**config.mk**
```make
export PLATFORM = sky130hd
export DESIGN_NAME = regbank_top
export DESIGN_NICKNAME = d
export VERILOG_FILES = /design/src/design/regbank_top.v /design/src/design/axil_slave_port.v /design/src/design/sw_field.v
export VERILOG_INCLUDE_DIRS = /design/src /design/src/shared
export SDC_FILE = /design/constraint.sdc
export NUM_CORES = 1
export LEC_CHECK = 0
export BUFFER_PORTS_ARGS = -buffer_cell sky130_fd_sc_hd__buf_2
export CORE_ASPECT_RATIO = 1.1
export CORE_MARGIN = 10
export CORE_UTILIZATION = 54
export DETAILED_ROUTE_END_ITERATION = 8
export GPL_ROUTABILITY_DRIVEN = 0
export PLACE_DENSITY = 0.94
export SYNTH_ARGS = -nofsm -noshare
export SYNTH_HDL_FRONTEND = slang
export SYNTH_SLANG_ARGS = --single-unit
```
**constraint.sdc**
```tcl
create_clock -name REF_CLK_I -period 6.3 [get_ports REF_CLK_I]
set_clock_uncertainty 0.15 [all_clocks]
set_input_delay 0.63 -clock REF_CLK_I [delete_from_list [all_inputs] [get_ports REF_CLK_I]]
set_output_delay 0.63 -clock REF_CLK_I [all_outputs]
set_load 0.01 [all_outputs]
```
**src/shared/regbank_defs.vh**
```
// Offsets, field layouts and reset values of the register bank.
// Included once by the bank top and bus front-end design files; defines only.
`ifndef REGBANK_DEFS_VH
`define REGBANK_DEFS_VH
// Byte offsets
`define OFS_CTRL        12'h000
`define OFS_CTRL_ALIAS  12'h004
`define OFS_EVT         12'h008
`define OFS_EVT_ALIAS   12'h00c
`define OFS_STAT        12'h010
`define OFS_CMD         12'h010
`define OFS_RO_WO       12'h014
`define OFS_EXT_BASE    12'h100
`define OFS_EXT_ALIAS   12'h200
// Field layouts (low_first_bit_order packing of [7:0] mode, [15:8] level)
`define CTRL_MODE_LSB   0
`define CTRL_MODE_W     8
`define CTRL_LVL_LSB    8
`define CTRL_LVL_W      8
`define CTRL_ALIAS_MASK 32'h000000ff
`define EVT_W           8
// Reset values
`define CTRL_RST        32'h00000000
`define EVT_RST         8'h00
`define WO_RST          16'h0000
// Bus responses
`define RESP_OKAY       2'b00
`define RESP_SLVERR     2'b10
`endif

```
**src/design/regbank_top.v**
```verilog
// Register bank with internal, external and alias registers on AXI4-Lite.
// Assumes one clock; external register logic answers in the strobe cycle.
//
// Functional notes
// - Each register is accessed whole, atomically, at one address.
// - Registers are 32 bits wide unless configured otherwise.
// - Register width is a power of two, at least eight bits.
// - Overlapping read-only and write-only fields: read returns one, write updates other.
// - No field bits exist above the register's top bit.
// - Shared address: reads hit read-only register, writes hit write-only register.
// - Unplaced fields pack without gaps from bit 0 or the top bit.
// - Internal registers keep all storage and access logic inside the bank.
// - External registers hold no flops; accesses forward to designer logic.
// - Alias and primary share one storage; changes visible everywhere.
// - Alias has its own decoded address but acts on primary storage.
// - Alias uses its own software access; hardware behaviour is the primary's.
// - Alias fields keep the primary's bit positions and sizes; with HIGH_FIRST set, the control alias maps bits [7:0], not the mode field.
// - Alias is as wide as the primary and may expose fewer fields.
// - Only read/write side effects and access rights may differ in an alias.
// - Alias takes the primary's implementation form, internal or external.
// - Software wins same-cycle contention unless a field gives hardware priority; hardware sets survive software clears.
`default_nettype none
`include "regbank_defs.vh"
module regbank_top #(
	parameter REG_W        = 32,
	parameter HIGH_FIRST   = 0,
	parameter LVL_HW_WINS  = 0
) (
	// Clock and reset
	input  wire              REF_CLK_I,
	input  wire              NRST_I,
	// AXI4-Lite write channels
	input  wire [11:0]       AWADDR_I,
	input  wire              AWVALID_I,
	output wire              AWREADY_O,
	input  wire [31:0]       WDATA_I,
	input  wire [3:0]        WSTRB_I,
	input  wire              WVALID_I,
	output wire              WREADY_O,
	output wire [1:0]        BRESP_O,
	output wire              BVALID_O,
	input  wire              BREADY_I,
	// AXI4-Lite read channels
	input  wire [11:0]       ARADDR_I,
	input  wire              ARVALID_I,
	output wire              ARREADY_O,
	output wire [31:0]       RDATA_O,
	output wire [1:0]        RRESP_O,
	output wire              RVALID_O,
	input  wire              RREADY_I,
	// Hardware fields
	output wire [REG_W-1:0]  CTRL_O,
	input  wire              LVL_HW_WE_I,
	input  wire [7:0]        LVL_HW_I,
	input  wire [7:0]        EVT_SET_I,
	output wire [7:0]        EVT_O,
	input  wire [15:0]       STAT_I,
	output reg  [15:0]       CMD_O,
	output reg               CMD_STB_O,
	output reg  [15:0]       WO_FIELD_O,
	// External register port
	output reg               EXT_WR_O,
	output reg               EXT_RD_O,
	output reg  [5:0]        EXT_IDX_O,
	output reg  [REG_W-1:0]  EXT_WDATA_O,
	output reg               EXT_ALIAS_O,
	input  wire [REG_W-1:0]  EXT_RDATA_I,
	input  wire              EXT_ERR_I
);
	// Width check for power of two, at least eight bits
	localparam W_OK = (REG_W >= 8) && ((REG_W & (REG_W - 1)) == 0);
	// Default layout packs mode then level, end to end
	localparam MODE_LSB = HIGH_FIRST ? REG_W - `CTRL_MODE_W : `CTRL_MODE_LSB;
	localparam LVL_LSB  = HIGH_FIRST ? MODE_LSB - `CTRL_LVL_W : `CTRL_LVL_LSB;
	localparam [31:0] CTRL_RST_V = `CTRL_RST;

	wire             wr_stb;
	wire [11:0]      wr_addr;
	wire [31:0]      wr_data;
	wire [3:0]       wr_be;
	wire             rd_stb;
	wire [11:0]      rd_addr;
	reg  [31:0]      rd_data;
	reg              rd_err;
	reg              wr_err;
	wire [7:0]       mode_q;
	wire [7:0]       lvl_q;
	wire [7:0]       evt_q;
	reg  [REG_W-1:0] wmask;
	reg  [REG_W-1:0] wr_full;
	reg  [REG_W-1:0] ctrl_img;
	reg  [REG_W-1:0] rd_full;

	axil_slave_port #(
		.AW(12)
	) u_bus (
		.clk_i     (REF_CLK_I),
		.nrst_i    (NRST_I),
		.awaddr_i  (AWADDR_I),
		.awvalid_i (AWVALID_I),
		.awready_o (AWREADY_O),
		.wdata_i   (WDATA_I),
		.wstrb_i   (WSTRB_I),
		.wvalid_i  (WVALID_I),
		.wready_o  (WREADY_O),
		.bresp_o   (BRESP_O),
		.bvalid_o  (BVALID_O),
		.bready_i  (BREADY_I),
		.araddr_i  (ARADDR_I),
		.arvalid_i (ARVALID_I),
		.arready_o (ARREADY_O),
		.rdata_o   (RDATA_O),
		.rresp_o   (RRESP_O),
		.rvalid_o  (RVALID_O),
		.rready_i  (RREADY_I),
		.wr_stb_o  (wr_stb),
		.wr_addr_o (wr_addr),
		.wr_data_o (wr_data),
		.wr_be_o   (wr_be),
		.wr_err_i  (wr_err),
		.rd_stb_o  (rd_stb),
		.rd_addr_o (rd_addr),
		.rd_data_i (rd_data),
		.rd_err_i  (rd_err)
	);

	// Byte strobes widen to a bit mask; register sits in low bits of the word
	genvar gi;
	generate
		for (gi = 0; gi < REG_W; gi = gi + 1) begin : g_mask
			always @* begin
				wmask[gi]   = (gi < 32) ? wr_be[(gi % 32) / 8] : 1'b0;
				wr_full[gi] = (gi < 32) ? wr_data[gi % 32] : 1'b0;
			end
		end
	endgenerate

	// Decoded write strobes for the control and event addresses and their aliases
	wire wr_ctrl   = wr_stb && (wr_addr == `OFS_CTRL);
	wire wr_ctrl_a = wr_stb && (wr_addr == `OFS_CTRL_ALIAS);
	wire wr_evt    = wr_stb && (wr_addr == `OFS_EVT);
	wire wr_evt_a  = wr_stb && (wr_addr == `OFS_EVT_ALIAS);
	wire ar_take   = ARVALID_I && ARREADY_O; // Read address taken at this edge
	// Whole-register masked update, merged per byte lane in one access
	wire [REG_W-1:0] ctrl_wval  = (ctrl_img & ~wmask) | (wr_full & wmask);
	// Alias touches only exposed bits, other bits keep their stored value
	wire [REG_W-1:0] alias_m    = wmask & `CTRL_ALIAS_MASK;
	wire [REG_W-1:0] ctrl_awval = (ctrl_img & ~alias_m) | (wr_full & alias_m);
	wire [REG_W-1:0] ctrl_nv    = wr_ctrl_a ? ctrl_awval : ctrl_wval;

	// Mode field: primary read/write, alias read/write at same position only when HIGH_FIRST is 0
	sw_field #(
		.W       (`CTRL_MODE_W),
		.HW_WINS (0),
		.RST     (CTRL_RST_V[`CTRL_MODE_LSB +: `CTRL_MODE_W])
	) u_mode (
		.clk_i         (REF_CLK_I),
		.nrst_i        (NRST_I),
		.sw_wr_i       (wr_ctrl | wr_ctrl_a),
		.sw_wdata_i    (ctrl_nv[MODE_LSB +: `CTRL_MODE_W]),
		.sw_w1c_i      (1'b0),
		.sw_w1c_mask_i (8'h00),
		.sw_w1s_i      (1'b0),
		.sw_w1s_mask_i (8'h00),
		.sw_rclr_i     (1'b0),
		.hw_we_i       (1'b0),
		.hw_data_i     (8'h00),
		.hw_set_i      (8'h00),
		.q_o           (mode_q)
	);

	// Level field: software and hardware writable, not exposed by alias
	sw_field #(
		.W       (`CTRL_LVL_W),
		.HW_WINS (LVL_HW_WINS),
		.RST     (CTRL_RST_V[`CTRL_LVL_LSB +: `CTRL_LVL_W])
	) u_lvl (
		.clk_i         (REF_CLK_I),
		.nrst_i        (NRST_I),
		.sw_wr_i       (wr_ctrl),
		.sw_wdata_i    (ctrl_nv[LVL_LSB +: `CTRL_LVL_W]),
		.sw_w1c_i      (1'b0),
		.sw_w1c_mask_i (8'h00),
		.sw_w1s_i      (1'b0),
		.sw_w1s_mask_i (8'h00),
		.sw_rclr_i     (1'b0),
		.hw_we_i       (LVL_HW_WE_I),
		.hw_data_i     (LVL_HW_I),
		.hw_set_i      (8'h00),
		.q_o           (lvl_q)
	);

	// Event field: primary clears by write-one, alias sets by write-one, alias reads clear
	sw_field #(
		.W       (`EVT_W),
		.HW_WINS (0),
		.RST     (`EVT_RST)
	) u_evt (
		.clk_i         (REF_CLK_I),
		.nrst_i        (NRST_I),
		.sw_wr_i       (1'b0),
		.sw_wdata_i    (8'h00),
		.sw_w1c_i      (wr_evt && wr_be[0]),
		.sw_w1c_mask_i (wr_data[7:0]),
		.sw_w1s_i      (wr_evt_a && wr_be[0]),
		.sw_w1s_mask_i (wr_data[7:0]),
		.sw_rclr_i     (rd_stb && (rd_addr == `OFS_EVT_ALIAS)),
		.hw_we_i       (1'b0),
		.hw_data_i     (8'h00),
		.hw_set_i      (EVT_SET_I),
		.q_o           (evt_q)
	);

	// Image of the control register; bits above fields are not built
	always @* begin
		ctrl_img = {REG_W{1'b0}};
		ctrl_img[MODE_LSB +: `CTRL_MODE_W] = mode_q;
		ctrl_img[LVL_LSB +: `CTRL_LVL_W]   = lvl_q;
	end

	assign CTRL_O = ctrl_img;
	assign EVT_O  = evt_q;

	// Read mux; alias views hide unexposed bits, shared write-only addresses read STAT_I
	always @* begin
		rd_full = {REG_W{1'b0}};
		rd_err  = 1'b0;
		case (rd_addr)
			`OFS_CTRL:       rd_full = ctrl_img;
			`OFS_CTRL_ALIAS: rd_full = ctrl_img & `CTRL_ALIAS_MASK;
			`OFS_EVT:        rd_full = {{(REG_W-8){1'b0}}, evt_q};
			`OFS_EVT_ALIAS:  rd_full = {{(REG_W-8){1'b0}}, evt_q};
			`OFS_STAT:       rd_full = {{(REG_W-16){1'b0}}, STAT_I};
			`OFS_RO_WO:      rd_full = {{(REG_W-16){1'b0}}, STAT_I};
			default: begin
				if (rd_addr[11:8] == `OFS_EXT_BASE >> 8 ||
				    rd_addr[11:8] == `OFS_EXT_ALIAS >> 8) begin
					rd_full = EXT_RDATA_I;
					rd_err  = EXT_ERR_I;
				end else
					rd_err  = 1'b1;
			end
		endcase
		rd_data = rd_full[31:0];
		if (!W_OK)
			rd_err = 1'b1;
	end

	// Write decode error for unmapped addresses
	always @* begin
		case (wr_addr)
			`OFS_CTRL,
			`OFS_CTRL_ALIAS,
			`OFS_EVT,
			`OFS_EVT_ALIAS,
			`OFS_CMD,
			`OFS_RO_WO: wr_err = 1'b0;
			default: begin
				if (wr_addr[11:8] == `OFS_EXT_BASE >> 8 ||
				    wr_addr[11:8] == `OFS_EXT_ALIAS >> 8)
					wr_err = EXT_ERR_I;
				else
					wr_err = 1'b1;
			end
		endcase
	end

	// Write-only command, write-only overlay field, external forwarding
	always @(posedge REF_CLK_I or negedge NRST_I) begin
		if (!NRST_I) begin
			CMD_O       <= 16'h0000;
			CMD_STB_O   <= 1'b0;
			WO_FIELD_O  <= `WO_RST;
			EXT_WR_O    <= 1'b0;
			EXT_RD_O    <= 1'b0;
			EXT_IDX_O   <= 6'h00;
			EXT_WDATA_O <= {REG_W{1'b0}};
			EXT_ALIAS_O <= 1'b0;
		end else begin
			CMD_STB_O <= wr_stb && (wr_addr == `OFS_CMD);
			if (wr_stb && (wr_addr == `OFS_CMD))
				CMD_O <= wr_data[15:0];
			if (wr_stb && (wr_addr == `OFS_RO_WO))
				WO_FIELD_O <= wr_data[15:0];
			EXT_WR_O <= wr_stb && (wr_addr[11:8] == `OFS_EXT_BASE >> 8 ||
				wr_addr[11:8] == `OFS_EXT_ALIAS >> 8);
			// Read index stands from the address take, so it is valid in the
			// strobe cycle in which the external read data are sampled
			EXT_RD_O <= ar_take && (ARADDR_I[11:8] == `OFS_EXT_BASE >> 8 ||
				ARADDR_I[11:8] == `OFS_EXT_ALIAS >> 8);
			if (wr_stb)
				EXT_WDATA_O <= wr_full;
			// Window reads and writes must not overlap: a read take steers the index
			if (ar_take) begin
				EXT_IDX_O   <= ARADDR_I[7:2];
				EXT_ALIAS_O <= (ARADDR_I[11:8] == `OFS_EXT_ALIAS >> 8);
			end else if (wr_stb) begin
				EXT_IDX_O   <= wr_addr[7:2];
				EXT_ALIAS_O <= (wr_addr[11:8] == `OFS_EXT_ALIAS >> 8);
			end
		end
	end

endmodule
`default_nettype wire

```
**src/design/axil_slave_port.v**
```verilog
// AXI4-Lite slave front end: takes one write and one read at a time.
// Assumes the register bank answers a strobe in the same cycle.
`default_nettype none
`include "regbank_defs.vh"
module axil_slave_port #(
	parameter AW = 12
) (
	// Clock and reset
	input  wire          clk_i,
	input  wire          nrst_i,
	// Write channels
	input  wire [AW-1:0] awaddr_i,
	input  wire          awvalid_i,
	output reg           awready_o,
	input  wire [31:0]   wdata_i,
	input  wire [3:0]    wstrb_i,
	input  wire          wvalid_i,
	output reg           wready_o,
	output reg  [1:0]    bresp_o,
	output reg           bvalid_o,
	input  wire          bready_i,
	// Read channels
	input  wire [AW-1:0] araddr_i,
	input  wire          arvalid_i,
	output reg           arready_o,
	output reg  [31:0]   rdata_o,
	output reg  [1:0]    rresp_o,
	output reg           rvalid_o,
	input  wire          rready_i,
	// Bank side
	output reg           wr_stb_o,
	output reg  [AW-1:0] wr_addr_o,
	output reg  [31:0]   wr_data_o,
	output reg  [3:0]    wr_be_o,
	input  wire          wr_err_i,
	output reg           rd_stb_o,
	output reg  [AW-1:0] rd_addr_o,
	input  wire [31:0]   rd_data_i,
	input  wire          rd_err_i
);
	reg aw_have_ff;
	reg w_have_ff;

	// Write path: catch address and data in either order, then strobe once
	always @(posedge clk_i or negedge nrst_i) begin
		if (!nrst_i) begin
			awready_o  <= 1'b1;
			wready_o   <= 1'b1;
			aw_have_ff <= 1'b0;
			w_have_ff  <= 1'b0;
			wr_stb_o   <= 1'b0;
			wr_addr_o  <= {AW{1'b0}};
			wr_data_o  <= 32'h00000000;
			wr_be_o    <= 4'h0;
			bvalid_o   <= 1'b0;
			bresp_o    <= `RESP_OKAY;
		end else begin
			wr_stb_o <= 1'b0;
			if (awvalid_i && awready_o) begin
				wr_addr_o  <= awaddr_i;
				aw_have_ff <= 1'b1;
				awready_o  <= 1'b0;
			end
			if (wvalid_i && wready_o) begin
				wr_data_o <= wdata_i;
				wr_be_o   <= wstrb_i;
				w_have_ff <= 1'b1;
				wready_o  <= 1'b0;
			end
			if (aw_have_ff && w_have_ff && !wr_stb_o && !bvalid_o) begin
				wr_stb_o   <= 1'b1;
				aw_have_ff <= 1'b0;
				w_have_ff  <= 1'b0;
			end
			if (wr_stb_o) begin
				bvalid_o <= 1'b1;
				bresp_o  <= wr_err_i ? `RESP_SLVERR : `RESP_OKAY;
			end
			if (bvalid_o && bready_i) begin
				bvalid_o  <= 1'b0;
				awready_o <= 1'b1;
				wready_o  <= 1'b1;
			end
		end
	end

	// Read path: one strobe per accepted address, data registered
	always @(posedge clk_i or negedge nrst_i) begin
		if (!nrst_i) begin
			arready_o  <= 1'b1;
			rd_stb_o   <= 1'b0;
			rd_addr_o  <= {AW{1'b0}};
			rvalid_o   <= 1'b0;
			rdata_o    <= 32'h00000000;
			rresp_o    <= `RESP_OKAY;
		end else begin
			rd_stb_o <= 1'b0;
			if (arvalid_i && arready_o) begin
				rd_addr_o  <= araddr_i;
				rd_stb_o   <= 1'b1;
				arready_o  <= 1'b0;
			end
			if (rd_stb_o) begin
				rvalid_o   <= 1'b1;
				rdata_o    <= rd_data_i;
				rresp_o    <= rd_err_i ? `RESP_SLVERR : `RESP_OKAY;
			end
			if (rvalid_o && rready_i) begin
				rvalid_o  <= 1'b0;
				arready_o <= 1'b1;
			end
		end
	end
endmodule
`default_nettype wire

```
**src/design/sw_field.v**
```verilog
// One software/hardware field of width W with primary and alias access.
// Write strobes come from the bank decode; hardware inputs are synchronous.
`default_nettype none
module sw_field #(
	parameter W        = 8,
	parameter HW_WINS  = 0,
	parameter [W-1:0] RST = {W{1'b0}}
) (
	// Clock and reset
	input  wire         clk_i,
	input  wire         nrst_i,
	// Software side
	input  wire         sw_wr_i,
	input  wire [W-1:0] sw_wdata_i,
	input  wire         sw_w1c_i,
	input  wire [W-1:0] sw_w1c_mask_i,
	input  wire         sw_w1s_i,
	input  wire [W-1:0] sw_w1s_mask_i,
	input  wire         sw_rclr_i,
	// Hardware side
	input  wire         hw_we_i,
	input  wire [W-1:0] hw_data_i,
	input  wire [W-1:0] hw_set_i,
	// Stored value
	output reg  [W-1:0] q_o
);
	reg         sw_act;
	reg         hw_act;
	reg [W-1:0] sw_val;
	reg [W-1:0] hw_val;
	reg [W-1:0] nxt_q;

	// Software and hardware candidate values, then precedence
	always @* begin
		sw_val = q_o;
		if (sw_wr_i)
			sw_val = sw_wdata_i;
		if (sw_w1c_i)
			sw_val = q_o & ~sw_w1c_mask_i;
		if (sw_w1s_i)
			sw_val = q_o | sw_w1s_mask_i;
		if (sw_rclr_i)
			sw_val = {W{1'b0}};
		sw_act = sw_wr_i | sw_w1c_i | sw_w1s_i | sw_rclr_i;
		hw_val = (hw_we_i ? hw_data_i : q_o) | hw_set_i;
		hw_act = hw_we_i | (|hw_set_i);
		nxt_q  = q_o;
		if (HW_WINS != 0) begin
			if (hw_act)
				nxt_q = hw_val;
			else if (sw_act)
				nxt_q = sw_val;
		end else begin
			if (sw_act)
				nxt_q = sw_val | (sw_rclr_i | sw_w1c_i | sw_w1s_i ? hw_set_i : {W{1'b0}});
			else if (hw_act)
				nxt_q = hw_val;
		end
	end

	// Single physical storage shared by every address that reaches it
	always @(posedge clk_i or negedge nrst_i) begin
		if (!nrst_i)
			q_o <= RST;
		else
			q_o <= nxt_q;
	end
endmodule
`default_nettype wire

```
Word-level counts from Yosys, hierarchy flattened
Index checks and enable logic that the tools add are counted.
{"block": "totals", "out_inout_bits": 155, "reg_bits": 201, "wordCells": 139}
{"block": "op_classes", "bitwise_logic": 18, "n_reduce_logical": 41, "n_eq_ne": 16, "n_mux": 37}
{"cell": "32-bit one-hot mux with 4 select lines", "n": 1}
{"cell": "8-bit 2-to-1 mux", "n": 8}
{"cell": "16-bit bitwise AND", "n": 3}
{"cell": "12-bit by 4-bit equality test with 1-bit output (second input constant)", "n": 4}
{"cell": "12-bit by 5-bit equality test with 1-bit output (second input constant)", "n": 4}
{"cell": "32-bit 2-to-1 mux", "n": 1}
{"cell": "16-bit OR", "n": 2}
{"cell": "12-bit by 3-bit equality test with 1-bit output (second input constant)", "n": 2}
{"cell": "12-bit logical NOT", "n": 2}
{"cell": "8-bit OR", "n": 3}
{"cell": "1-bit 2-to-1 mux", "n": 22}
{"cell": "2-bit nonzero test", "n": 10}
{"cell": "1-bit logical AND", "n": 19}
{"cell": "16-bit by 8-bit bitwise AND with 16-bit output", "n": 1}
{"cell": "16-bit 2-to-1 mux", "n": 1}
{"cell": "16-bit inverter", "n": 1}
{"cell": "8-bit inverter with 16-bit output", "n": 1}
{"cell": "4-bit by 1-bit equality test with 1-bit output (second input constant)", "n": 3}
{"cell": "4-bit by 2-bit equality test with 1-bit output (second input constant)", "n": 3}
{"cell": "6-bit 2-to-1 mux", "n": 2}
{"cell": "6-bit OR reduction", "n": 2}
{"cell": "8-bit bitwise AND", "n": 1}
{"cell": "8-bit inverter", "n": 1}
{"cell": "8-bit OR reduction", "n": 1}
{"cell": "other kinds (5)", "n": 14}

Depth between registers and ports, before layout
Gate-level depths: netlist of the first run.
{"block": "logic_depth", "depth_word": 8, "depth_mapped": 8, "mapped_depth_nobuf": 4}

By module
A second synthesis of the first run with hierarchy kept.
{"block": "unflattened", "hier_cells": 832, "area_unflattened_um2": 10063.4}
{"mod": "axil_slave_port", "area_per_inst_um2": 3973.8, "n_inst": 1, "cells_each": 230, "seq_area_each_um2": 2581.2}
{"mod": "regbank_top", "area_per_inst_um2": 3905.0, "n_inst": 1, "cells_each": 320, "seq_area_each_um2": 1851.8}
{"mod": "sw_field", "area_per_inst_um2": 728.2, "n_inst": 3, "cells_each": 94, "seq_area_each_um2": 200.2}

Worst setup path after synthesis of the first run
OpenSTA, ideal clock, no wires.
{"block": "synth_path", "path_kind": "reg-to-reg", "from": "register u_bus.wr_addr_o[9]", "to": "register WO_FIELD_O[5]", "arrival_ns": 1.972, "path_stages_with_launch": 8, "setup_slack_ns": 4.051, "t_required_ns": 6.023, "period_less_slack_ns": 2.249, "setup_time_ns": 0.127, "path_cell_list": "dfrtp_1 > nor4_4 > and4b_1 > buf_4 > and3_1 > buf_4 > buf_6 > mux2_1"}
{"block": "synth_between", "elab_chain_len": 2}
{"item": "start, declared", "line": "axil_slave_port.v:32", "text": "output reg [AW-1:0] wr_addr_o,"}
{"item": "start signal, assigned", "line": "axil_slave_port.v:52", "text": "wr_addr_o <= {AW{1'b0}};"}
{"item": "start signal, assigned", "line": "axil_slave_port.v:60", "text": "wr_addr_o <= awaddr_i;"}
{"item": "12-bit by 5-bit equality test with 1-bit output"}
{"item": "1-bit logical AND", "line": "regbank_top.v:283", "text": "if (wr_stb && (wr_addr == `OFS_RO_WO))"}
{"item": "end signal, assigned", "line": "regbank_top.v:273", "text": "WO_FIELD_O <= `WO_RST;"}
{"item": "end signal, assigned", "line": "regbank_top.v:284", "text": "WO_FIELD_O <= wr_data[15:0];"}
{"item": "end, declared", "line": "regbank_top.v:60", "text": "output reg [15:0] WO_FIELD_O,"}
No other way between the ends.
A chain may end at the register's enable or synchronous reset.

Worst setup path in the final report of the first run
{"block": "layout_path", "from": "register u_bus.wr_addr_o[9]", "to": "register WO_FIELD_O[10]"}
The elaborated chain is that of the path after synthesis.

==> results of run 1 <==
==> per-layer routing <==
layer	routed length [um]	share of wire	global-route usage	vias to the layer above
met5	31	0.0012	0	-
met4	963	0.038	0.118	4
met3	2640	0.10	0.0969	64
met2	12700	0.50	0.390	317
met1	9110	0.36	0.253	3185
li1	-	-	-	2950
==> worst max-delay path by stage <==
| stage | from | endpoint | slack (ps) | depth (start not counted) |
|---|---|---|---|---|
| floorplan | u_bus.wr_addr_o[9]$_DFFE_PN0P_ | WO_FIELD_O[5]$_DFFE_PN0P_ | 4050 | 7 |
| global placement | u_bus.wr_addr_o[9]$_DFFE_PN0P_ | WO_FIELD_O[2]$_DFFE_PN0P_ | 3040 | 4 |
| detailed placement | u_bus.wr_addr_o[9]$_DFFE_PN0P_ | WO_FIELD_O[10]$_DFFE_PN0P_ | 2940 | 4 |
| CTS | u_bus.wr_addr_o[9]$_DFFE_PN0P_ | WO_FIELD_O[10]$_DFFE_PN0P_ | 2920 | 4 |
| global route | u_bus.wr_addr_o[9]$_DFFE_PN0P_ | WO_FIELD_O[10]$_DFFE_PN0P_ | 2770 | 4 |
| finish | u_bus.wr_addr_o[9]$_DFFE_PN0P_ | WO_FIELD_O[10]$_DFFE_PN0P_ | 2920 | 4 |
==> final cells by class <==
class | count | area (sq um) | area share
timing repair buffer | 275 | 1410 | 0.134
tap | 200 | 250 | 0.0238
clock buffer | 18 | 439 | 0.0418
multi-input combinational | 422 | 3120 | 0.297
clock inverter | 14 | 150 | 0.0143
inverter | 39 | 146 | 0.0139
sequential | 199 | 4990 | 0.474
antenna | 4 | 10.0 | 0.000952
==> cell families (layout without fill, tap and decap cells) <==
logic type	Yosys count	after routing
multiplexers	132	132
other	1	22
AO/OA/AOI/OAI	119	119
XOR/XNOR	3	3
AND/OR/NAND/NOR	150	150
buffers and inverters	98	346
flip-flops	199	199
==> where the power goes <==
group	internal [mW]	switching (mW)
sequential	1.75	0.429
combinational	0.717	0.831
clock	0.576	0.521
==> synthesized netlist by cell type, types with 9 or more instances <==
master / n / area (sq um)
dfrtp_1: 196 / 4900
mux2_2: 108 / 1220
nand2_1: 52 / 195
inv_1: 39 / 146
o21ai_0: 35 / 175
a21oi_1: 28 / 140
clkbuf_1: 28 / 105
nor2_1: 23 / 86.3
buf_4: 20 / 150
nand3_1: 18 / 90.1
mux2i_1: 14 / 140
and3_1: 13 / 81.3
mux2_1: 10 / 113
nand4_1: 9 / 56.3
==> state kept, by name (all words and copies together) (netlist names), 2 cells and up, named ones only <==
register,count
u_lvl.q_o,8
EXT_IDX_O,6
CMD_O,16
u_bus.rd_addr_o,12
u_bus.wr_addr_o,12
u_bus.rdata_o,32
u_evt.q_o,8
EXT_WDATA_O,32
WO_FIELD_O,16
u_bus.wr_data_o,32
u_bus.wr_be_o,2
==> timing repair <==
item	in CTS	in global routing
hold buffers	1	0
endpoints found under the hold margin	43	0
endpoints found under the setup margin	0	0
setup buffers	0	0
==> stage by stage <==
step / setup slack [ps] / area, sq um / power (mW)
after CTS: 2920 / 10500 / 4.85
after detailed placement: 2940 / 9900 / 3.75
final: 2920 / 10500 / 4.83
after floorplan: 4050 / 8560 / 3.08
after global placement: 3040 / 9900 / 3.64
after global routing: 2770 / 10500 / 5.12
==> layout by cell type, fill, tap and decap left out, types with 7 or more instances in the layout <==
cell type / n
nor2b_1: 8
clkbuf_16: 17
inv_1: 39
a21oi_1: 28
mux2_2: 108
nand2_1: 52
nor2_1: 23
o31ai_1: 8
nand4_1: 9
a31oi_1: 8
a2bb2oi_1: 8
o21ai_0: 35
and3_1: 13
mux2i_1: 14
buf_4: 7
dfrtp_1: 194
conb_1: 18
nand3_1: 18
o2bb2ai_1: 8
a22oi_1: 8
mux2_1: 10
buf_2: 266
==> impl_metrics.ini, run 1 <==
[synthesis]
syn_inst = 702
async_flop_share = 1.00
synth_top_family_by_area = multiplexers
synth-compound-area-share = 0.0904
synth_cell_types = 52
synth_seq_cells = 199
synthAdderAreaFrac = 0
ys_seq_area_frac = 0.587
synthSimpleGateAreaFrac = 0.0932
synth_top_flop_cell = dfrtp_1
synthesis.area_sq_um = 8500
synth_edf_count = 0
avgSynthCellArea_sq_um = 12.1
synth_xor_area_frac = 0.00309
yosys_warnings = 0
synthMuxAreaShare = 0.173

[global_routing]
grt_pass1_vias = 6972
grt_max_degree = 89
antenna_found_initial = 5
grt_usage = 0.233
grt-ovfl-total = 0
grt_pass1_wl_mm = 38.7

[run_status]
status = completed

[clock_network]
cts-root-buf = clkbuf_16
htree_levels = 4
cts_buffer_depth = 2
cts_tree = done
clock_latency_ps = 430
cts_buffers = 17
clkSlewWorstSetupHoldPaths_ps = 80
cts.sinks = 199
post_cts_resize_count = 0

[placement]
hpwl_mm = 19.1
dp.cells = 1134
port_buffers = 267

[setup_path]
worstReg2RegEnd = WO_FIELD_O[10]$_DFFE_PN0P_
rrSetupSlack_ps = 2920
startpoint_type = register
path_buf_inv = 0
crit_arrival_ps = 3530
max_stage_delay_ps = 870
r2r_cells = 4
crit_type = register to register
cp_max_fo = 19
r2r-start = u_bus.wr_addr_o[9]$_DFFE_PN0P_
critPathRequiredTime_ps = 6450
cp_cell_sequence = nor4_4 -> and4b_1 -> and3_1 -> mux2_1
worst_setup_path_end_kind = register
critPathSlowestCell = nor4_4
path_delay_family = simple AND/OR/NAND/NOR gates

[floorplanning]
initial_core_util = 0.546
num_rows = 48
ios = 288
die_h_um = 152
die_w_um = 140
core_area_sq_um = 15600
die_area_sq_um = 21200

[final_layout]
nets = 1087
n_fill_cell = 1153
instances_no_fill = 1171
layout-area-overhead-vs-synth_pct = 23.7
post-route-util = 0.676
drive_gt1_frac = 0.443

[sta]
tightest_slew_ps = 1170
hold_viol_final = 0
fmax_mhz = 296
period_share = 0.537
rsz0062_at_grt = no
finalCriticalPeriod_ps = 3380
hold_ws_ps = 210
fin_tns_setup_ps = 0
setup_viol = 0
max-slew-margin-rel = 0.217
finalMaxSlewViolations = 0

[worst_hold_path]
hold_class = primary input to register
hold_start = ARVALID_I
hold_depth = 2
hold_path_end = u_bus.arready_o$_DFFE_PN1P_

[drt]
avgViaCountPerCell = 5.57
firstDrtPassIters = 6
vias = 6520
drt_wl_total_mm = 25.5
drtAntennaViolNets = 0
drc = 0
wl_per_cell_um = 21.7
drt-initial-drc-count = 411

[power]
p_leak_nw = 5.29
ir_drop_mv = 0.240
p_per_area_nw_per_um2 = 459

[job]
cap_violations = 0
Note: power is estimated with default switching activity, not from simulation.
==> run 2: changes to the inputs <==
--- a/config.mk
+++ b/config.mk
@@ -9,10 +9,10 @@
 export BUFFER_PORTS_ARGS = -buffer_cell sky130_fd_sc_hd__buf_2
 export CORE_ASPECT_RATIO = 1.1
 export CORE_MARGIN = 10
-export CORE_UTILIZATION = 54
+export CORE_UTILIZATION = 46
 export DETAILED_ROUTE_END_ITERATION = 8
 export GPL_ROUTABILITY_DRIVEN = 0
-export PLACE_DENSITY = 0.94
+export PLACE_DENSITY = 0.86
 export SYNTH_ARGS = -nofsm -noshare
 export SYNTH_HDL_FRONTEND = slang
 export SYNTH_SLANG_ARGS = --single-unit
==> constraint.sdc (replaced) <==
create_clock -name REF_CLK_I -period 2.7 [get_ports REF_CLK_I]
set_clock_uncertainty 0.15 [all_clocks]
set_input_delay 0.27 -clock REF_CLK_I [delete_from_list [all_inputs] [get_ports REF_CLK_I]]
set_output_delay 0.27 -clock REF_CLK_I [all_outputs]
set_load 0.01 [all_outputs]
==> impl_metrics.ini, run 2 (same netlist as run 1, synthesis figures left out) <==
[sta]
finalMaxSlewViolations = 0
max-slew-margin-rel = 0.421
fmax_mhz = 433
tightest_slew_ps = 857
setup_viol = 0
finalCriticalPeriod_ps = 2310
period_share = 0.856
fin_tns_setup_ps = 0
hold_viol_final = 0
layout_setup_ws_ps = 389
rsz0062_at_grt = no

[final_layout]
mostFrequentLayoutCells = buf_2, dfrtp_1, mux2_2
largestRegisters = EXT_WDATA_O: 32 flops, u_bus.rdata_o: 32 flops, u_bus.wr_data_o: 32 flops
layout-area-overhead-vs-synth_pct = 38.2
instances_no_fill = 1328
nets = 1201
seq_area_sq_um = 4990
final_area_sq_um = 11700
final_common_cell = buf_2
n_fill_cell = 1309
multi_input_area_sq_um = 3120
drive_gt1_frac = 0.407

[power]
power.total_mw = 11.6
p_per_area_nw_per_um2 = 990
ir_drop_mv = 0.631
p_leak_nw = 5.80

[drt]
avgViaCountPerCell = 5.29
drtAntennaViolNets = 0
wl_per_cell_um = 20.7
drt-initial-drc-count = 378
firstDrtPassIters = 5
drc = 0
drt_wl_total_mm = 27.5
vias = 7031

[floorplanning]
initial_core_util = 0.465
core_area_sq_um = 18300
ios = 288
die_h_um = 163
die_area_sq_um = 24300
num_rows = 52
die_w_um = 150

[setup_path]
cp_max_fo = 9
startpoint = u_bus.wr_addr_o[5]$_DFFE_PN0P_
critPathRequiredTime_ps = 2900
crit_type = register to register
crit_arrival_ps = 2510
r2r-start = u_bus.wr_addr_o[5]$_DFFE_PN0P_
rrSetupSlack_ps = 390
worst_setup_path_end_kind = register
startpoint_type = register
r2r_cells = 4
cp-endpoint = u_lvl.q_o[7]$_DFFE_PN0P_
worstReg2RegEnd = u_lvl.q_o[7]$_DFFE_PN0P_

[run_status]
status = completed

[placement]
dpl_cell_area_sq_um = 10100
dp.cells = 1189
place_ws_ps = 403
hpwl_mm = 19.1
port_buffers = 267

[clock_network]
cts_buffer_depth = 2
post_cts_buffers = 0
clock_latency_ps = 420
cts_buffers = 17
cts_tree = done
post_cts_resize_count = 0
cts.sinks = 199
cts-root-buf = clkbuf_16
htree_levels = 4
clkSlewWorstSetupHoldPaths_ps = 70

[worst_hold_path]
hold_depth = 3
hold_class = primary input to register

[global_routing]
grt-ovfl-total = 0
grt_pass1_vias = 7577
grt_usage = 0.222
antenna_found_initial = 4
grt_pass1_wl_mm = 42.5
grt_max_degree = 59

[job]
cap_violations = 0
[run 2: worst max-delay path, cell delays in order (launching register included)]
cell	delay [ps]
dfrtp_1	420
nor4b_2	430
a41oi_1	470
a31oi_2	540
a221o_1	240
[run 2: repair_timing]
item | in CTS | in global routing
endpoints found under the hold margin | 159 | 1
setup endpoints to repair | 0 | 0
hold buffers | 102 | 1
[run 2: metal layers]
layer  track usage  part of all wire  up-vias
li1              -                 -     3187
met1         0.254              0.38     3476
met2         0.373              0.50      303
met3        0.0664             0.086       65
met4         0.106             0.039        0
met5             0                 0        -
[run 2: final cells by class]
class	instances	area share
antenna	4	0.000853
multi-input combinational	422	0.266
sequential	199	0.425
tap	243	0.0259
clock inverter	14	0.0140
clock buffer	18	0.0374
inverter	39	0.0125
timing repair buffer	389	0.219
[run 2: where the power goes]
group          switching, mW  internal (mW)  total [mW]  leakage, nW
clock network           1.18           1.42        2.60        0.297
registers              0.934           4.09        5.03         2.45
logic                   2.14           1.86        4.00         3.06
[run 2: metrics by stage]
step | util | hold slack (ps)
finish | 0.642 | 15.4
global route | 0.642 | 0.910
CTS | 0.641 | 0.743
detailed placement | 0.552 | 133
global placement | 0.552 | 133
floorplan | - | -176
[run 2: how the worst min path moves through the flow]
stage | end | start
finish | u_bus.rdata_o[1]$_DFFE_PN0P_ | EXT_RDATA_I[1]
detailed placement | u_bus.bvalid_o$_DFFE_PN0P_ | NRST_I
CTS | u_lvl.q_o[5]$_DFFE_PN0P_ | LVL_HW_I[5]
global placement | u_bus.bvalid_o$_DFFE_PN0P_ | NRST_I
global route | u_lvl.q_o[3]$_DFFE_PN0P_ | LVL_HW_I[3]
floorplan | CMD_O[0]$_DFFE_PN0P_ | NRST_I
